File: config.mk
export PLATFORM = sky130hd
export DESIGN_NAME = nlc_link_regs
export DESIGN_NICKNAME = d
export VERILOG_FILES = /design/src/core/nlc_link_regs.v
export VERILOG_INCLUDE_DIRS = /design/src /design/src/core
export SDC_FILE = /design/constraint.sdc
export NUM_CORES = 1
export LEC_CHECK = 0
export BUFFER_PORTS_ARGS = -buffer_cell sky130_fd_sc_hd__buf_4
export CAP_MARGIN = 20
export CORE_MARGIN = 2
export CORE_UTILIZATION = 41
export CTS_BUF_LIST = sky130_fd_sc_hd__clkbuf_8 sky130_fd_sc_hd__clkbuf_16
export DETAILED_ROUTE_END_ITERATION = 12
export GPL_ROUTABILITY_DRIVEN = 0
export HOLD_SLACK_MARGIN = 0.08
export PLACE_DENSITY = 0.75
export SLEW_MARGIN = 30
export SYNTH_ARGS = -nofsm -noshare
export SYNTH_HDL_FRONTEND = slang
export SYNTH_SLANG_ARGS = --single-unit
File: constraint.sdc
create_clock -name clk_i -period 1.3 [get_ports clk_i]
set_input_delay 0.39 -clock clk_i [delete_from_list [all_inputs] [get_ports clk_i]]
set_output_delay 0.39 -clock clk_i [all_outputs]
set_load 0.01 [all_outputs]
File: src/core/nlc_defines.vh
// constants for the link capability and link control register bank
// assumes a configuration access port with dword address and byte enables
`ifndef NLC_DEFINES_VH
`define NLC_DEFINES_VH

// ****************************************************************
// register offsets (byte addresses)
// ****************************************************************
`define NLC_LINK_CAPABILITIES_OFS  12'h04c
`define NLC_LINK_CONTROL_OFS       12'h050

// ****************************************************************
// link capabilities fields
// ****************************************************************
`define NLC_MAX_LINK_SPEED_LSB     0
`define NLC_MAX_LINK_SPEED_MSB     3
`define NLC_MAX_LINK_WIDTH_LSB     4
`define NLC_MAX_LINK_WIDTH_MSB     9
`define NLC_LOWPOWER_SUPPORT_LSB   10
`define NLC_LOWPOWER_SUPPORT_MSB   11
`define NLC_L0S_EXIT_LAT_LSB       12
`define NLC_L0S_EXIT_LAT_MSB       14
`define NLC_L1_EXIT_LAT_LSB        15
`define NLC_L1_EXIT_LAT_MSB        17
`define NLC_PORT_NUMBER_LSB        24
`define NLC_PORT_NUMBER_MSB        31

`define NLC_SPEED_2G5              4'h1
`define NLC_WIDTH_RESET            6'h08
`define NLC_WIDTH_X1               6'h01
`define NLC_WIDTH_X2               6'h02
`define NLC_WIDTH_X4               6'h04
`define NLC_WIDTH_X8               6'h08
`define NLC_LOWPOWER_L0S_ONLY      2'h1
`define NLC_L0S_LAT_SEPARATE       3'h5
`define NLC_L0S_LAT_COMMON         3'h3
`define NLC_L1_LAT_DEEP_DIS        3'h0
`define NLC_L1_LAT_DEFAULT         3'h4
`define NLC_PORT_NUMBER_RESET      8'h02

// ****************************************************************
// link control fields
// ****************************************************************
`define NLC_ASPM_LSB               0
`define NLC_ASPM_MSB               1
`define NLC_RCB_BIT                3
`define NLC_LINK_DISABLE_BIT       4
`define NLC_LINK_RETRAIN_BIT       5
`define NLC_COMMON_CLOCK_BIT       6
`define NLC_EXTENDED_SYNC_BIT      7
`define NLC_ASPM_RESET             2'h0
`define NLC_ASPM_L0S_BIT           0
`define NLC_ASPM_L1_BIT            1

// ****************************************************************
// extended sync ordered set counts
// ****************************************************************
`define NLC_FTS_EXTENDED           13'h1000
`define NLC_FTS_NORMAL             13'h0000

`endif

File: src/core/nlc_link_regs.v
// link capability and link control register bank of the non-transparent port
// assumes a single-cycle config access port on the core clock; reads answer next cycle
//
// Functional notes
// (RULE_01) max link speed is read-only and always reads the 2.5 Gbps code.
// (RULE_02) max link width resets to x8 and accepts x1, x2, x4 and x8 to force a narrower link.
// (RULE_03) a zero or other unlisted width code makes the port run as a single lane.
// (RULE_04) power support is read-only and reports L0s only, never L1.
// (RULE_05) with separate clocks the L0s exit latency reads code five.
// (RULE_06) with a common clock the L0s exit latency reads code three.
// (RULE_07) with either deep disable active the L1 exit latency reads zero.
// (RULE_08) with no deep disable active the L1 exit latency reads code four.
// (RULE_09) the port number byte resets to two and reports the port number.
// (RULE_10) the ASPM field resets to disabled; codes mean off, L0s, L1, both.
// (RULE_11) the read completion boundary bit is read-only zero.
// (RULE_12) link disable is read-write and has no effect on operation.
// (RULE_13) writing one to retrain moves the training state machine to Recovery.
// (RULE_14) the retrain bit always reads zero.
// (RULE_15) common clock configuration resets to zero, is read-write, and flags a shared clock.
// (RULE_16) extended sync makes the transmitter send 4096 FTS sets in L0s then one SKP.
// (RULE_17) the L0s latency code follows the common clock configuration bit.
`timescale 1ns/1ps
`include "nlc_defines.vh"
`default_nettype none

module nlc_link_regs (
    input  wire        clk_i,
    input  wire        rstn_i,
    input  wire        cfg_wr_i,
    input  wire        cfg_rd_i,
    input  wire [11:0] cfg_addr_i,
    input  wire [3:0]  cfg_be_i,
    input  wire [31:0] cfg_wdata_i,
    input  wire        deep_d3_disable_i,
    input  wire        deep_l1_disable_i,
    output reg  [31:0] cfg_rdata_o,
    output reg         cfg_ack_o,
    output reg  [5:0]  link_width_o,
    output reg         aspm_l0s_en_o,
    output reg         aspm_l1_en_o,
    output reg         retrain_o,
    output reg         common_clock_o,
    output reg         link_disable_o,
    output reg  [12:0] fts_count_o,
    output reg         skp_after_fts_o
);

    // ****************************************************************
    // storage
    // ****************************************************************
    reg  [5:0]  max_link_width;
    reg  [7:0]  port_number;
    reg  [1:0]  aspm_ctl;
    reg         link_disable;
    reg         common_clock_cfg;
    reg         extended_sync;
    wire [1:0]  deep_raw;
    wire [1:0]  deep_flt;
    wire        deep_d3_q;
    wire        deep_l1_q;

    wire        hit_cap;
    wire        hit_ctl;
    wire        wr_cap;
    wire        wr_ctl;
    wire [11:0] cap_ofs;
    wire [11:0] ctl_ofs;
    reg  [31:0] cap_word;
    reg  [31:0] ctl_word;
    reg  [31:0] next_rdata;
    reg  [5:0]  next_width;

    // dword decode, byte offset bits dropped on purpose
    assign cap_ofs = `NLC_LINK_CAPABILITIES_OFS;
    assign ctl_ofs = `NLC_LINK_CONTROL_OFS;
    assign hit_cap = (cfg_addr_i[11:2] == cap_ofs[11:2]);
    assign hit_ctl = (cfg_addr_i[11:2] == ctl_ofs[11:2]);
    assign wr_cap  = cfg_wr_i & hit_cap;
    assign wr_ctl  = cfg_wr_i & hit_ctl;

    // ****************************************************************
    // deep disable settings come from another block; sync and filter
    // ****************************************************************
    assign deep_raw = {deep_l1_disable_i, deep_d3_disable_i};

    // one three-stage filter per deep disable input
    genvar gi;
    generate
        for (gi = 0; gi < 2; gi = gi + 1) begin : g_deep_sync
            reg sync_s1;
            reg sync_s2;
            reg sync_s3;
            reg sync_q;
            always @(posedge clk_i or negedge rstn_i) begin
                if (!rstn_i) begin
                    sync_s1 <= 1'b0;
                    sync_s2 <= 1'b0;
                    sync_s3 <= 1'b0;
                    sync_q  <= 1'b0;
                end else begin
                    sync_s1 <= deep_raw[gi];
                    sync_s2 <= sync_s1;
                    sync_s3 <= sync_s2;
                    // change counts once stages two and three agree
                    if (sync_s2 == sync_s3) begin
                        sync_q <= sync_s3;
                    end
                end
            end
            assign deep_flt[gi] = sync_q;
        end
    endgenerate

    assign deep_d3_q = deep_flt[0];
    assign deep_l1_q = deep_flt[1];

    // ****************************************************************
    // capability register writable fields
    // ****************************************************************
    always @(posedge clk_i or negedge rstn_i) begin
        if (!rstn_i) begin
            // (RULE_02) width reset x8
            max_link_width <= `NLC_WIDTH_RESET;
            // (RULE_09) port number reset
            port_number    <= `NLC_PORT_NUMBER_RESET;
        end else if (wr_cap) begin
            if (cfg_be_i[0]) begin
                max_link_width[3:0] <= cfg_wdata_i[7:4];
            end
            if (cfg_be_i[1]) begin
                max_link_width[5:4] <= cfg_wdata_i[9:8];
            end
            // (RULE_09) port number writable
            if (cfg_be_i[3]) begin
                port_number <= cfg_wdata_i[31:24];
            end
        end
    end

    // ****************************************************************
    // control register writable fields, low byte only
    // ****************************************************************
    always @(posedge clk_i or negedge rstn_i) begin
        if (!rstn_i) begin
            // (RULE_10) aspm reset disabled
            aspm_ctl         <= `NLC_ASPM_RESET;
            link_disable     <= 1'b0;
            // (RULE_15) common clock reset zero
            common_clock_cfg <= 1'b0;
            extended_sync    <= 1'b0;
        end else if (wr_ctl && cfg_be_i[0]) begin
            aspm_ctl         <= cfg_wdata_i[`NLC_ASPM_MSB:`NLC_ASPM_LSB];
            // (RULE_12) stored, drives nothing internal
            link_disable     <= cfg_wdata_i[`NLC_LINK_DISABLE_BIT];
            // (RULE_15) common clock writable
            common_clock_cfg <= cfg_wdata_i[`NLC_COMMON_CLOCK_BIT];
            extended_sync    <= cfg_wdata_i[`NLC_EXTENDED_SYNC_BIT];
        end
    end

    // ****************************************************************
    // read words
    // ****************************************************************
    always @* begin
        cap_word = 32'h0000_0000;
        // (RULE_01) hardwired speed code
        cap_word[`NLC_MAX_LINK_SPEED_MSB:`NLC_MAX_LINK_SPEED_LSB] = `NLC_SPEED_2G5;
        cap_word[`NLC_MAX_LINK_WIDTH_MSB:`NLC_MAX_LINK_WIDTH_LSB] = max_link_width;
        // (RULE_04) l0s support only
        cap_word[`NLC_LOWPOWER_SUPPORT_MSB:`NLC_LOWPOWER_SUPPORT_LSB] = `NLC_LOWPOWER_L0S_ONLY;
        // (RULE_05) (RULE_06) (RULE_17) l0s latency by clocking
        cap_word[`NLC_L0S_EXIT_LAT_MSB:`NLC_L0S_EXIT_LAT_LSB] =
            common_clock_cfg ? `NLC_L0S_LAT_COMMON : `NLC_L0S_LAT_SEPARATE;
        // (RULE_07) (RULE_08) l1 latency by deep disables
        cap_word[`NLC_L1_EXIT_LAT_MSB:`NLC_L1_EXIT_LAT_LSB] =
            (deep_d3_q | deep_l1_q) ? `NLC_L1_LAT_DEEP_DIS : `NLC_L1_LAT_DEFAULT;
        cap_word[`NLC_PORT_NUMBER_MSB:`NLC_PORT_NUMBER_LSB] = port_number;

        ctl_word = 32'h0000_0000;
        ctl_word[`NLC_ASPM_MSB:`NLC_ASPM_LSB] = aspm_ctl;
        // (RULE_11) rcb reads zero
        ctl_word[`NLC_RCB_BIT]          = 1'b0;
        ctl_word[`NLC_LINK_DISABLE_BIT] = link_disable;
        // (RULE_14) retrain reads zero
        ctl_word[`NLC_LINK_RETRAIN_BIT] = 1'b0;
        ctl_word[`NLC_COMMON_CLOCK_BIT] = common_clock_cfg;
        ctl_word[`NLC_EXTENDED_SYNC_BIT] = extended_sync;

        if (hit_cap) begin
            next_rdata = cap_word;
        end else if (hit_ctl) begin
            next_rdata = ctl_word;
        end else begin
            next_rdata = 32'h0000_0000; // unmapped reads zero
        end
    end

    // ****************************************************************
    // effective width decode
    // ****************************************************************
    always @* begin
        // (RULE_03) unlisted codes fall back to x1
        case (max_link_width)
            `NLC_WIDTH_X1: next_width = `NLC_WIDTH_X1;
            `NLC_WIDTH_X2: next_width = `NLC_WIDTH_X2;
            `NLC_WIDTH_X4: next_width = `NLC_WIDTH_X4;
            `NLC_WIDTH_X8: next_width = `NLC_WIDTH_X8;
            default:       next_width = `NLC_WIDTH_X1;
        endcase
    end

    // ****************************************************************
    // registered outputs
    // ****************************************************************
    always @(posedge clk_i or negedge rstn_i) begin
        if (!rstn_i) begin
            cfg_rdata_o     <= 32'h0000_0000;
            cfg_ack_o       <= 1'b0;
            link_width_o    <= `NLC_WIDTH_RESET;
            aspm_l0s_en_o   <= 1'b0;
            aspm_l1_en_o    <= 1'b0;
            retrain_o       <= 1'b0;
            common_clock_o  <= 1'b0;
            link_disable_o  <= 1'b0;
            fts_count_o     <= `NLC_FTS_NORMAL;
            skp_after_fts_o <= 1'b0;
        end else begin
            cfg_ack_o       <= cfg_rd_i | cfg_wr_i;
            cfg_rdata_o     <= cfg_rd_i ? next_rdata : 32'h0000_0000;
            link_width_o    <= next_width;
            // (RULE_10) aspm code decode
            aspm_l0s_en_o   <= aspm_ctl[`NLC_ASPM_L0S_BIT];
            aspm_l1_en_o    <= aspm_ctl[`NLC_ASPM_L1_BIT];
            // (RULE_13) one-cycle recovery request
            retrain_o       <= wr_ctl & cfg_be_i[0] & cfg_wdata_i[`NLC_LINK_RETRAIN_BIT];
            common_clock_o  <= common_clock_cfg;
            link_disable_o  <= link_disable;
            // (RULE_16) extended fts count and skp
            fts_count_o     <= extended_sync ? `NLC_FTS_EXTENDED : `NLC_FTS_NORMAL;
            skp_after_fts_o <= extended_sync;
        end
    end

endmodule // nlc_link_regs

`default_nettype wire

# After elaboration in Yosys (flattened, before gate mapping)
# Cells that the tools add are included.
[totals]
regBits = 85
inputBits = 54
elab_cells = 49
[classes]
eq_ne = 7
n_mux = 7
n_bitwise = 6
n_reduce_logical = 4
[ops]
columns = ["operator", "count"]
rows = [
  ["$mux 32", 2],
  ["$eq 10x5->1 const B", 2],
  ["$mux 13", 1],
  ["$pmux 4 s3", 1],
  ["$mux 8", 1],
  ["$eq 6x2->1 const B", 1],
  ["$eq 6x3->1 const B", 1],
  ["$eq 6x4->1 const B", 1],
  ["$mux 3", 2],
  ["$reduce_and 2->1", 3],
  ["$and 1x1->1", 4],
  ["$eq 1x1->1", 2],
  ["$or 1x1->1", 2],
  ["$logic_and 1x1->1", 1],
]

# Logic depth before layout (Yosys ltp)
[logic_depth]
word_depth = 4
depth_mapped = 4

# Least setup slack after synthesis
# Ideal clock, no wire load.
[synth_timing]
kind = "input -> register"
from = "in cfg_addr_i[7]"
to = "reg port_number[0]"
setup_ps = 125
arrival_ps = 1779
setup_slack_ps = -603
stages = 3
path_cell_list = "or4b_4 > nor4_4 > mux2_2"
[synth_between]
elab_chain_cells = 3
[synth_rtl]
columns = ["item", "line_no", "rtl"]
rows = [
  ["start: declaration", "nlc_link_regs.v:31", "input wire [11:0] cfg_addr_i,"],
  ["$eq 10x5->1", "nlc_link_regs.v:76", "assign hit_cap = (cfg_addr_i[11:2] == cap_ofs[11:2]);"],
  ["$and 1x1->1", "nlc_link_regs.v:78", "assign wr_cap = cfg_wr_i & hit_cap;"],
  ["$reduce_and 2->1 (no line)", "-", ""],
  ["end signal: assignment", "nlc_link_regs.v:125", "port_number <= `NLC_PORT_NUMBER_RESET;"],
  ["end signal: assignment", "nlc_link_regs.v:135", "port_number <= cfg_wdata_i[31:24];"],
  ["end: declaration", "nlc_link_regs.v:52", "reg [7:0] port_number;"],
]
# No other way between the ends.
# A chain may end at the register's enable or synchronous reset.

# Worst setup path after layout
[layout_timing]
from = "in cfg_addr_i[8]"
to = "reg port_number[6]"
# Same word-level chain as after synthesis.

==> flow_summary.toml <==
[clock_network]
clk_latency_ps = 320
cts_htree_levels = 3
clkTransAtPathRegs_ps = 60
cts_tree = "yes"
cts_buffers = 9
clock_path_buffers = 2
cts_root_buf = "clkbuf_8"
clock_sinks = 58
post_cts.repair.setup_buffers = 0

[min_path]
hold_path.class = "input port to flop"

[global_routing]
grt_util_all_layers_pct = 14.7
grt_remaining_overflow = 0
grt_pass1_vias = 1420
grt_max_degree = 59
grt_pass1_wl_um = 6760
antenna_found_initial = 0

[drt]
num_vias = 1476
avgViaCountPerCell = 4.43
drt_iter0_markers = 93
detail-route-antenna-nets = 0
avgRoutedWirePerCell_um = 12.8
dr.pass1.iters = 4
drt_wl_total_um = 4270
drcViolationCount = 0

[finish]
layout_common_cells = "buf_4 (77), dfrtp_1 (55), conb_1 (25)"
diodes = 0
nets = 310
final_common_cell = "buf_4"
drive_gt1_share_pct = 52.1
fillCellCount = 452
fin_util_pct = 59.2
finalNonFillerCells = 333
syn_to_final_growth_pct = 41.1

[sta]
fmax_mhz = 644
setup_viol = 21
period_minus_slack_ps = 1550
skew_ps = 5.34
rsz0062_at_grt = "true"
hold_viol = 0
fin_ws_ps = -254
fin_tns_setup_ps = -4380
finalCritPeriodShare_pct = 120
finalMaxSlewViolations = 0

[floorplanning]
io_pins = 112
rows = 27
dieArea_mm2 = 0.00622
core-area_mm2 = 0.00547
die_h_um = 78.9
floorplan.initialDensity_pct = 42.0
dieWidth_um = 78.9

[yosys]
synth_warnings = 0
syn_area_mm2 = 0.00230
syn_avg_cell_area_um2 = 14.0
ys_ff_latch = 58
syn-instance-count = 164
ys_seq_area_share_pct = 63.3
synthDistinctLibCells = 28

[placed_design]
dp_hpwl_um = 3190
pre_cts_ws_ps = -721
placed_cells = 316
io_buffer_count = 67

[run_status]
failed_checks = "setup timing"
status = "finished with violations"

[setup_path]
r2r_start = "max_link_width[5]$_DFFE_PN0P_"
end_kind = "flop"
startpoint_type = "input port"
crit_fanout = 8
crit_start = "cfg_addr_i[8]"
worstReg2RegEnd = "link_width_o[0]$_DFF_PN0_"
regToRegSetupSlack_ps = 60
criticalPathCategory = "input port to flop"
cp.arrival_ps = 1760
cp_data_required_time_ps = 1500
endpoint = "port_number[6]$_DFFE_PN0P_"
reg2reg_depth = 2

[job]
maxCapViolations = 0

[power_and_ir_drop]
power.density_mw_per_mm2 = 1100
p_comb_share_pct = 7.3
finalPower_mw = 3.56
p_sw_share_pct = 21.7
power_frac_clock_pct = 40.8
peakVddDrop_mv = 0.566
p_seq_share_pct = 51.9
p_int_mw = 2.79
power_switching_mw = 0.771
p_leak_nw = 1.66
[registers in the layout (all words and copies together) (netlist names), 2 cells and up]
| register | count |
|---|---|
| cfg_rdata_o | 20 |
| port_number | 8 |
| max_link_width | 6 |
| link_width_o | 4 |
| aspm_ctl | 2 |
| g_deep_sync.sync_s1 | 2 |
| g_deep_sync.sync_s2 | 2 |
| g_deep_sync.sync_s3 | 2 |
[what timing repair did]
action	in CTS	in global routing
hold endpoints to repair	55	0
pin swaps	3	2
endpoints found under the setup margin	21	25
hold buffers	1	0
resized for setup	13	6
[logic make-up (layout without fill, tap and decap cells)]
| group | count (synthesis) | in the layout | synth area share, % |
|---|---|---|---|
| compound gates | 6 | 6 | 1.31 |
| xor+xnor | 1 | 1 | 0.381 |
| fa+ha+maj | 2 | 2 | 0.871 |
| buf+inv | 30 | 103 | 9.48 |
| flops | 58 | 58 | 63.3 |
| mux | 19 | 19 | 9.31 |
| other cells | 1 | 25 | 0.163 |
| simple gates | 47 | 47 | 15.1 |
[how the worst min path moves through the flow]
stage               slack, ps                        startpoint                          endpoint  depth (start not counted)
floorplan                  90                            rstn_i           aspm_ctl[0]$_DFFE_PN0P_                          0
global placement          330  g_deep_sync[1].sync_s1$_DFF_PN0_  g_deep_sync[1].sync_s2$_DFF_PN0_                          0
detailed placement        340  g_deep_sync[0].sync_s1$_DFF_PN0_  g_deep_sync[0].sync_s2$_DFF_PN0_                          0
CTS                       160                 deep_d3_disable_i  g_deep_sync[0].sync_s1$_DFF_PN0_                          1
global route              150                 deep_d3_disable_i  g_deep_sync[0].sync_s1$_DFF_PN0_                          1
finish                    170                 deep_d3_disable_i  g_deep_sync[0].sync_s1$_DFF_PN0_                          1
[power by group through the flow]
| stage | Combinational [mW] | Clock, mW | Sequential, mW |
|---|---|---|---|
| after CTS | 0.259 | 1.49 | 1.85 |
| final | 0.259 | 1.45 | 1.85 |
| after floorplan | 0.134 | 0 | 1.88 |
| after global routing | 0.282 | 1.59 | 1.85 |
| after global placement | 0.245 | 0 | 1.88 |
| after detailed placement | 0.249 | 0 | 1.88 |
[layout make-up]
class | instances | area, um^2 | area share (%)
clock buffers | 12 | 165 | 5.10
inverters | 1 | 3.75 | 0.116
flip-flops and latches | 58 | 1460 | 44.9
clock inverters | 4 | 18.8 | 0.579
repair buffers | 86 | 696 | 21.5
well taps | 72 | 90.1 | 2.78
multi-input cells | 100 | 812 | 25.1
[stage by stage]
stage / hold WS, ps / cell area (um^2)
global placement: 334 / 2970
finish: 174 / 3240
CTS: 157 / 3210
floorplan: 94.4 / 2430
detailed placement: 342 / 2970
global route: 149 / 3240
[metal layers]
layer	track usage (%)	routed length [um]	share of wire, %	vias to the layer above
met5	0	0	0	-
li1	-	-	-	695
met2	24.0	2190	51	64
met1	17.2	1700	40	710
met4	7.41	80	1.9	0
met3	5.23	297	7.0	7
[Yosys cell counts]
| cell | number | area share (%) |
|---|---|---|
| mux2_2 | 19 | 9.3 |
| or3b_2 | 1 | 0.38 |
| dfrtp_1 | 55 | 60 |
| buf_4 | 27 | 8.8 |
| nor3_1 | 1 | 0.22 |
| conb_1 | 1 | 0.16 |
| dfstp_2 | 3 | 3.4 |
| clkbuf_1 | 1 | 0.16 |
| nand3b_1 | 1 | 0.33 |
| or4b_4 | 1 | 0.60 |
| nor4b_1 | 4 | 1.5 |
| o21ai_0 | 2 | 0.44 |
| inv_1 | 1 | 0.16 |
| and3b_1 | 1 | 0.38 |
| and4_1 | 1 | 0.38 |
| xor2_1 | 1 | 0.38 |
| or2_2 | 2 | 0.54 |
| nand3_1 | 7 | 1.5 |
| nor3_2 | 1 | 0.44 |
| maj3_1 | 2 | 0.87 |
| nor4_4 | 3 | 2.8 |
| nand2_1 | 5 | 0.82 |
| and2_1 | 13 | 3.5 |
| nor4_1 | 3 | 0.82 |
| nor3b_1 | 1 | 0.33 |
| a21oi_1 | 4 | 0.87 |
| or3_1 | 2 | 0.54 |
| clkbuf_4 | 1 | 0.33 |
[critical path: stages]
cell and delay, ps:
buf_6 90, or4b_4 590, nor4_4 160, buf_6 180
mux2_2 340
(Power assumes the default switching activity.)
